--- src/shared/hfs_map.vh ---
// Constants for the host/firmware semaphore block: offsets, fields, resets, timing.
// Assumes a 20 MHz clock and byte addresses on the host and firmware ports.
`ifndef HFS_MAP_VH
`define HFS_MAP_VH

`define HFS_ADDR_W           16
`define HFS_HOST_SEM_OFS     16'h5b50
`define HFS_FW_SEM_OFS       16'h5b54

`define HFS_HH_LOCK_POS      0
`define HFS_HF_LOCK_POS      1
`define HFS_FW_LOCK_POS      0
`define HFS_MODE_LSB         1
`define HFS_MODE_MSB         3
`define HFS_VALID_POS        15

`define HFS_MODE_NONE        3'h0
`define HFS_MODE_PROXY       3'h1
`define HFS_MODE_HOST_IF     3'h4

`define HFS_LOCK_RST         1'h0
`define HFS_MODE_RST         3'h0
`define HFS_VALID_RST        1'h0
`define HFS_DATA_RST         32'h0000_0000

`define HFS_CLK_KHZ          20000
`define HFS_HOLD_TIME_MS     10
`define HFS_HOLD_CYCLES      (`HFS_HOLD_TIME_MS * `HFS_CLK_KHZ)

`endif

--- src/hfs_semaphore.v ---
// Host/firmware semaphore registers: host-host read-to-set lock, host-firmware
// lock, firmware lock with mode and valid fields.
// Assumes single-cycle read/write strobes from host and firmware on clk, and an
// asynchronous active-low host bus reset pin.
`timescale 1ns/1ps
`include "hfs_map.vh"

module hfs_semaphore
#(
   parameter integer HOLD_CYCLES = `HFS_HOLD_CYCLES
)
(
   input  wire                   clk,
   input  wire                   nrst,
   input  wire                   host_bus_rst_n,
   input  wire                   host_rd,
   input  wire                   host_wr,
   input  wire [`HFS_ADDR_W-1:0] host_addr,
   input  wire [31:0]            host_wdata,
   output reg  [31:0]            host_rdata,
   output reg                    host_rvalid,
   input  wire                   fw_rd,
   input  wire                   fw_wr,
   input  wire [`HFS_ADDR_W-1:0] fw_addr,
   input  wire [31:0]            fw_wdata,
   output reg  [31:0]            fw_rdata,
   output reg                    fw_rvalid
);

   ////////////////////////////////////////////////////////////////////////////
   // State

   reg       hh_lock_reg;
   reg       hh_lock_next;
   reg       hf_lock_reg;
   reg       hf_lock_next;
   reg       fw_lock_reg;
   reg       fw_lock_next;
   reg [2:0] mode_reg;
   reg [2:0] mode_next;
   reg       valid_reg;
   reg       valid_next;

   wire bus_rst_n_sync;
   wire hold_expired;

   reg host_sel_hs;
   reg host_sel_fs;
   reg fw_sel_hs;
   reg fw_sel_fs;

   ////////////////////////////////////////////////////////////////////////////
   // Helpers

   function [31:0] host_sem_word;
      input hh;
      input hf;
      begin
         host_sem_word = `HFS_DATA_RST;
         host_sem_word[`HFS_HH_LOCK_POS] = hh;
         host_sem_word[`HFS_HF_LOCK_POS] = hf;
      end
   endfunction

   function [31:0] fw_sem_word;
      input       lk;
      input [2:0] md;
      input       vl;
      begin
         fw_sem_word = `HFS_DATA_RST;
         fw_sem_word[`HFS_FW_LOCK_POS] = lk;
         fw_sem_word[`HFS_MODE_MSB:`HFS_MODE_LSB] = md;
         fw_sem_word[`HFS_VALID_POS] = vl;
      end
   endfunction

   function mode_legal;
      input [2:0] md;
      begin
         mode_legal = (md == `HFS_MODE_NONE) || (md == `HFS_MODE_PROXY) || (md == `HFS_MODE_HOST_IF);
      end
   endfunction

   ////////////////////////////////////////////////////////////////////////////
   // Submodules

   hfs_sync u_bus_rst_sync
   (
      .clk       (clk),
      .nrst      (nrst),
      .pin_in    (host_bus_rst_n),
      .level_out (bus_rst_n_sync)
   );

   hfs_timer #(.HOLD_CYCLES(HOLD_CYCLES)) u_hold_timer
   (
      .clk     (clk),
      .nrst    (nrst),
      .run     (hf_lock_reg),
      .expired (hold_expired)
   );

   ////////////////////////////////////////////////////////////////////////////
   // Next-state logic

   always @*
   begin
      host_sel_hs  = (host_addr == `HFS_HOST_SEM_OFS);
      host_sel_fs  = (host_addr == `HFS_FW_SEM_OFS);
      fw_sel_hs    = (fw_addr == `HFS_HOST_SEM_OFS);
      fw_sel_fs    = (fw_addr == `HFS_FW_SEM_OFS);
      hh_lock_next = hh_lock_reg;
      hf_lock_next = hf_lock_reg;
      fw_lock_next = fw_lock_reg;
      mode_next    = mode_reg;
      valid_next   = valid_reg;

      // A read is taken before any write in the same cycle, so read-to-set wins
      if (host_rd && host_sel_hs)
         hh_lock_next = 1'b1;
      else if (host_wr && host_sel_hs)
      begin
         if (!host_wdata[`HFS_HH_LOCK_POS])
            hh_lock_next = 1'b0;
         // Reserved bits of the write are dropped
         if (!host_wdata[`HFS_HF_LOCK_POS])
            hf_lock_next = 1'b0;
         else if (!fw_lock_reg)
            hf_lock_next = 1'b1;
      end

      // Firmware side of firmware_semaphore; host writes there are ignored
      if (fw_wr && fw_sel_fs)
      begin
         if (!fw_wdata[`HFS_FW_LOCK_POS])
            fw_lock_next = 1'b0;
         else if (!hf_lock_reg && !hf_lock_next)
            fw_lock_next = 1'b1;
         else if (hold_expired)
         begin
            fw_lock_next = 1'b1;
            hf_lock_next = 1'b0;
         end
         if (mode_legal(fw_wdata[`HFS_MODE_MSB:`HFS_MODE_LSB]))
            mode_next = fw_wdata[`HFS_MODE_MSB:`HFS_MODE_LSB];
         valid_next = fw_wdata[`HFS_VALID_POS];
      end
      // Firmware writes to host_semaphore have no effect

      // Host bus reset holds both host locks clear while asserted
      if (!bus_rst_n_sync)
      begin
         hh_lock_next = 1'b0;
         hf_lock_next = 1'b0;
         valid_next   = 1'b0;
      end
   end

   ////////////////////////////////////////////////////////////////////////////
   // Registers and read data

   always @(posedge clk or negedge nrst)
   begin
      if (!nrst)
      begin
         hh_lock_reg <= `HFS_LOCK_RST;
         hf_lock_reg <= `HFS_LOCK_RST;
         fw_lock_reg <= `HFS_LOCK_RST;
         mode_reg    <= `HFS_MODE_RST;
         valid_reg   <= `HFS_VALID_RST;
         host_rdata  <= `HFS_DATA_RST;
         host_rvalid <= 1'h0;
         fw_rdata    <= `HFS_DATA_RST;
         fw_rvalid   <= 1'h0;
      end
      else
      begin
         hh_lock_reg <= hh_lock_next;
         hf_lock_reg <= hf_lock_next;
         fw_lock_reg <= fw_lock_next;
         mode_reg    <= mode_next;
         valid_reg   <= valid_next;
         host_rvalid <= host_rd;
         fw_rvalid   <= fw_rd;
         // Read data shows the value before this cycle's set
         if (host_rd)
         begin
            if (host_sel_hs)
               host_rdata <= host_sem_word(hh_lock_reg, hf_lock_reg);
            else if (host_sel_fs)
               host_rdata <= fw_sem_word(fw_lock_reg, mode_reg, valid_reg);
            else
               host_rdata <= `HFS_DATA_RST;
         end
         if (fw_rd)
         begin
            if (fw_sel_hs)
               fw_rdata <= host_sem_word(hh_lock_reg, hf_lock_reg);
            else if (fw_sel_fs)
               fw_rdata <= fw_sem_word(fw_lock_reg, mode_reg, valid_reg);
            else
               fw_rdata <= `HFS_DATA_RST;
         end
      end
   end

endmodule

--- src/hfs_sync.v ---
// Three-stage synchroniser for a pin level, with agreement filter.
// Assumes the input is asynchronous to clk.
`timescale 1ns/1ps
`include "hfs_map.vh"

module hfs_sync
(
   input  wire clk,
   input  wire nrst,
   input  wire pin_in,
   output reg  level_out
);

   reg s1_reg;
   reg s2_reg;
   reg s3_reg;

   // First stage feeds only the second; reset value reads as bus reset asserted
   always @(posedge clk or negedge nrst)
   begin
      if (!nrst)
      begin
         s1_reg    <= 1'h0;
         s2_reg    <= 1'h0;
         s3_reg    <= 1'h0;
         level_out <= 1'h0;
      end
      else
      begin
         s1_reg <= pin_in;
         s2_reg <= s1_reg;
         s3_reg <= s2_reg;
         if (s2_reg == s3_reg)
            level_out <= s3_reg;
      end
   end

endmodule

--- src/hfs_timer.v ---
// Hold timer for the host-firmware lock: flags a hold longer than HOLD_CYCLES.
// Assumes run is a same-clock level that stays high while the lock is held.
`timescale 1ns/1ps
`include "hfs_map.vh"

module hfs_timer
#(
   parameter integer HOLD_CYCLES = `HFS_HOLD_CYCLES,
   parameter integer CNT_W       = 20
)
(
   input  wire clk,
   input  wire nrst,
   input  wire run,
   output reg  expired
);

   reg [CNT_W-1:0] cnt_reg;

   // Counter saturates so a long hold never wraps back to not-expired
   always @(posedge clk or negedge nrst)
   begin
      if (!nrst)
      begin
         cnt_reg <= {CNT_W{1'b0}};
         expired <= 1'h0;
      end
      else if (!run)
      begin
         cnt_reg <= {CNT_W{1'b0}};
         expired <= 1'h0;
      end
      else if (cnt_reg < HOLD_CYCLES[CNT_W-1:0])
      begin
         cnt_reg <= cnt_reg + {{(CNT_W-1){1'b0}}, 1'b1};
         expired <= 1'h0;
      end
      else
         expired <= 1'h1;
   end

endmodule

--- config.mk ---
export PLATFORM = sky130hd
export DESIGN_NAME = hfs_semaphore
export DESIGN_NICKNAME = d
export VERILOG_FILES = /design/src/hfs_semaphore.v /design/src/hfs_sync.v /design/src/hfs_timer.v
export VERILOG_INCLUDE_DIRS = /design/src /design/src/shared
export SDC_FILE = /design/constraint.sdc
export NUM_CORES = 1
export LEC_CHECK = 0
export BUFFER_PORTS_ARGS = -buffer_cell sky130_fd_sc_hd__buf_4
export CAP_MARGIN = 20
export CORE_MARGIN = 3
export CORE_UTILIZATION = 30
export DETAILED_ROUTE_END_ITERATION = 10
export GPL_ROUTABILITY_DRIVEN = 0
export PLACE_DENSITY = 0.63
export RECOVER_POWER = 25
export SETUP_SLACK_MARGIN = 0.02
export SLEW_MARGIN = 30
export SYNTH_ARGS = -nofsm -noshare
export SYNTH_HDL_FRONTEND = slang
export SYNTH_SLANG_ARGS = --single-unit
--- constraint.sdc ---
create_clock -name clk -period 2.1 [get_ports clk]
set_input_delay 0 -clock clk [delete_from_list [all_inputs] [get_ports clk]]
set_output_delay 0 -clock clk [all_outputs]
set_load 0.01 [all_outputs]
# Word level (Yosys, flattened, before mapping)
# Cells that the tools add are included.
[totals]
inputBits = 103
output_inout_bits = 66
register_bits = 98
[op_classes]
n_reduce_logical = 12
eq_ne = 12
mux = 26
addsub = 1
magnitude_cmp = 1
[op_table]
columns = ["cell", "count"]
rows = [
  ["$eq 16x15->1 const B", 4],
  ["$mux 16", 4],
  ["$mux 20", 2],
  ["$add 20x1->20 const B", 1],
  ["$lt 20x18->1 const B", 1],
  ["$mux 1", 20],
  ["$ne 3x3->1 const B", 2],
  ["$reduce_and 2->1", 3],
  ["$logic_and 1x1->1", 4],
  ["$eq 3x1->1 const B", 1],
  ["$eq 3x3->1 const B", 1],
  ["$logic_not 3->1", 1],
  ["$ne 3x1->1 const B", 1],
  ["$logic_not 1->1", 2],
  ["$logic_or 1x1->1", 2],
  ["$ne 2x1->1 const B", 1],
  ["$ne 2x2->1 const B", 1],
  ["$eq 1x1->1", 1],
]

# Logic depth before layout (Yosys ltp)
[depth]
word_depth = 10
depth_mapped = 6
ltp_nobuf = 5

# Modules after synthesis
# A second synthesis with hierarchy kept.
[unflattened]
hier_cells = 261
area_unflattened_um2 = 2568.7
[by_module_without_submodules]
columns = ["module", "seq_area_each_um2", "area_each_um2", "cells_each", "instances"]
rows = [
  ["hfs_semaphore", 475.5, 1353.8, 145, 1],
  ["hfs_timer", 525.5, 1103.6, 111, 1],
  ["hfs_sync", 100.1, 111.4, 5, 1],
]

# Worst setup path after synthesis
# No wires, ideal clock.
[synth_timing]
path_type = "register to register"
start = "register u_hold_timer.cnt_reg[15]"
end = "register u_hold_timer.cnt_reg[7]"
setup_ps = 78
arrival_ps = 1773
required_ps = 2022
path_slack_ps = 250
stages_incl_launch_ff = 7
path_cell_list = "dfrtp_1 -> nor4_4 -> o311ai_2 -> and2_1 -> buf_6 -> or4_1 -> a21boi_1"
[synth_via]
elab_chain_cells = 2
[synth_lines]
columns = ["element", "line_no", "source"]
rows = [
  ["from (decl)", "hfs_timer.v:18", "reg [CNT_W-1:0] cnt_reg;"],
  ["from (signal assigned)", "hfs_timer.v:25", "cnt_reg <= {CNT_W{1'b0}};"],
  ["from (signal assigned)", "hfs_timer.v:30", "cnt_reg <= {CNT_W{1'b0}};"],
  ["from (signal assigned)", "hfs_timer.v:35", "cnt_reg <= cnt_reg + {{(CNT_W-1){1'b0}}, 1'b1};"],
  ["$lt 20x18->1", "hfs_timer.v:33", "else if (cnt_reg < HOLD_CYCLES[CNT_W-1:0])"],
  ["$ne 2x1->1 (no line)", "n/a", ""],
]
# No other way between the ends.
# A chain may end at the register's enable or synchronous reset.

# Worst setup path in the final report
# Ends and elaborated chain as after synthesis.

==> impl_metrics.env <==
export IMPL_ys_seq_area_share_pct=42.1
export IMPL_insertion_delay_ns=0.29
export IMPL_grt_max_degree=45
export IMPL_maxCapViolations=0
export IMPL_max_freq_mhz=519
export IMPL_postRouteAntennaNets=0
export IMPL_synth_edff_count=0
export IMPL_num_io_pins=169
export IMPL_syn_mean_instance_area_sq_um=9.69
export IMPL_grt_overflow=0
export IMPL_cts_setup_buffers=0
export IMPL_outcome="complete, no violations"
export IMPL_synth_xor_area_share_pct=2.01
export IMPL_leakage_nw=1.51
export IMPL_yosysTopAreaCell="dfrtp_1"
export IMPL_rows=33
export IMPL_tns_ns=0
export IMPL_synth_area_sq_um=2620
export IMPL_drt_total_wl_um=5180
export IMPL_port_buffers=57
export IMPL_yosys_most_used_dff="dfrtp_1"
export IMPL_worstMarginPinSlew_ns=1.10
export IMPL_pwr_share_clk_pct=40.4
export IMPL_synthSimpleGateAreaFrac_pct=22.8
export IMPL_final_max_slew_violation_count=0
export IMPL_powerDensity_nw_per_um2=542
export IMPL_vias=1971
export IMPL_largest_register_ffs=20
export IMPL_drc=0
export IMPL_p_sw_uw=397
export IMPL_netlist_instances=270
export IMPL_yosys_area_top_type_share_pct=42.1
export IMPL_p_seq_share_pct=50.0
export IMPL_n_fill_cell=833
export IMPL_antenna_found_initial=0
export IMPL_start_kind="register"
export IMPL_cts_tree="yes"
export IMPL_synthTopCellsByArea="dfrtp_1, buf_4, nand2_1, mux2i_1, and2_1"
export IMPL_path_clk_slew_ns=0.09
export IMPL_setup_violations_final=0
export IMPL_rsz0062_at_grt="false"
export IMPL_slew_headroom_pct=26.8
export IMPL_drtPass1Iterations=4
export IMPL_synthMuxAreaShare_pct=5.17
export IMPL_grt_pass1_vias=1957
export IMPL_postCtsHoldBufs=9
export IMPL_cp_cell_sequence="nor4_4 -> o311ai_2 -> and2_1 -> or4_1 -> a21boi_1"
export IMPL_root_buffer="clkbuf_8"
export IMPL_die_height_um=99.4
export IMPL_cts_resized=0
export IMPL_fin_cells=444
export IMPL_internal_power_mw=1.32
export IMPL_ys_ff_latch=44
export IMPL_core_sq_um=8340
export IMPL_yosysWarnings=0
export IMPL_crit_arrival_ns=2.15
export IMPL_finalClockSkew_ns=0.00612
export IMPL_drtIter0Drc=82
export IMPL_grt_pass1_wl_um=8950
export IMPL_async_reset_ff_share_pct=100
export IMPL_period_share_pct=91.7
export IMPL_drive_gt1_share_pct=24.2
export IMPL_wl_per_cell_um=11.7
export IMPL_cp_slowest_cell="or4_1"
export IMPL_cts_buffers=5
export IMPL_crit_type="register to register"
export IMPL_end_kind="register"
export IMPL_viasPerCell=4.44
export IMPL_switching_share_pct=23.2
export IMPL_synthAdderAreaFrac_pct=0.861
export IMPL_cpPeakStageDelay_ns=0.54
export IMPL_cp_required_ns=2.32
export IMPL_ir_drop_mv=0.315
export IMPL_dieArea_sq_um=9870
export IMPL_syn_to_final_growth_pct=20.9
export IMPL_ys_types=52
export IMPL_die_width_um=99.4
export IMPL_htree_num_levels=2
export IMPL_path_max_fanout=8
export IMPL_hpwlAfterDp_um=3860
export IMPL_multiInputGateArea_sq_um=1220
export IMPL_pwr_share_comb_pct=9.6
export IMPL_cts_sinks=44
export IMPL_grt_use_total_pct=10.8
export IMPL_hold_slack_ns=0.0265
export IMPL_synth_compound_area_share_pct=8.28
export IMPL_place_inst=427
export IMPL_regArea_sq_um=1100
export IMPL_min_period_ns=1.92
export IMPL_synth_top_family_by_area="simple AND/OR/NAND/NOR gates"
export IMPL_start_util_pct=31.4
export IMPL_clock_path_buffers=2
export IMPL_fin_nets=442
export IMPL_n_antenna_cell=0
export IMPL_hold_viol=0
export IMPL_min_path_type="primary input to register"
==> power groups by stage <==
stage                     logic (mW)  registers [mW]  clock network [mW]
after detailed placement       0.155           0.874                   0
final                          0.164           0.857               0.692
after floorplan                0.136           0.874                   0
after global routing           0.185           0.858               0.748
after CTS                      0.167           0.857               0.716
after global placement         0.153           0.874                   0
==> final cells by class <==
cell class,count,share of cell area (%)
Timing Repair Buffer,70,17.0
Clock buffer,6,2.61
Clock inverter,2,1.23
Inverter,12,1.42
Sequential cell,44,34.8
Tap cell,105,4.16
Multi-Input combinational cell,205,38.7
==> critical path: cells and delay by family (launching register included) <==
| kind | cells | cell delay, ns |
|---|---|---|
| DFF | 1 | 0.44 |
| AOI/OAI and AO/OA | 2 | 0.30 |
| and+or+nand+nor | 3 | 1.12 |
==> final timing paths <==
kind / startpoint / endpoint / slack (ns) / depth (start not counted)
worst max register to register: u_hold_timer.cnt_reg[15] / u_hold_timer.cnt_reg[7] / 0.18 / 5
worst min-delay path: host_addr[2] / hh_lock_reg / 0.03 / 3
max in group asynchronous: nrst / u_hold_timer.cnt_reg[7] / 0.99 / 2
worst max-delay path: u_hold_timer.cnt_reg[15] / u_hold_timer.cnt_reg[7] / 0.18 / 5
min in group asynchronous: nrst / u_hold_timer.cnt_reg[9] / 0.45 / 2
worst min register to register: u_bus_rst_sync.s1_reg / u_bus_rst_sync.s2_reg / 0.35 / 0
==> through the flow <==
stage          util, %  worst slack, ns  power, mW  area, sq um
2_1_floorplan        -            0.250       1.01         2810
3_3_place_gp      35.5            0.223       1.03         2960
3_5_place_dp      35.5            0.214       1.03         2960
4_1_cts           38.0            0.165       1.74         3170
5_1_grt           37.9           0.0404       1.79         3160
6_report          37.9            0.175       1.71         3160
==> Yosys cell counts (2+ instances only) <==
cell,number
o21ai_0,5
mux2i_1,9
o21ba_2,2
mux2_2,4
dfrtp_1,44
and2_1,10
a21boi_0,4
nor2b_1,3
nor4_4,2
nor4_1,2
clkbuf_1,7
nor3_1,6
nand4_1,7
nand3_1,12
nor4b_1,2
nor2_1,6
and3_1,2
buf_4,54
nor3b_1,3
o21a_1,2
nand2b_1,6
o22ai_1,6
inv_1,12
nand2_1,28
xnor2_1,5
==> logic make-up after synthesis <==
kind of cell | after synthesis
and+or+nand+nor | 101
AOI/OAI and AO/OA | 29
muxes | 13
buffers and inverters | 74
adders and majority gates | 2
DFF | 44
other | 1
xor gates and xnor gates | 6
==> layer usage <==
metal	up-vias	track usage (%)	wire length (um)
met4	0	2.52	41
met1	932	13.5	2210
met3	4	2.66	425
met2	80	18.9	2500
met5	-	0	0
li1	955	-	-
==> placed cells by master (no fill, tap or decap), drive strengths merged, types with 2 or more instances in the layout <==
| cell | count |
|---|---|
| a21boi | 5 |
| and2 | 10 |
| and3 | 3 |
| buf | 57 |
| clkbuf | 10 |
| conb | 54 |
| dfrtp | 44 |
| dlygate4sd3 | 9 |
| inv | 12 |
| mux2 | 4 |
| mux2i | 9 |
| nand2 | 28 |
| nand2b | 6 |
| nand3 | 12 |
| nand4 | 7 |
| nor2 | 6 |
| nor2b | 3 |
| nor3 | 6 |
| nor3b | 3 |
| nor4 | 4 |
| nor4b | 2 |
| o21a | 2 |
| o21ai | 5 |
| o21ba | 2 |
| o22ai | 6 |
| or4b | 2 |
| xnor2 | 5 |
Power figures use the tool's default switching activity.
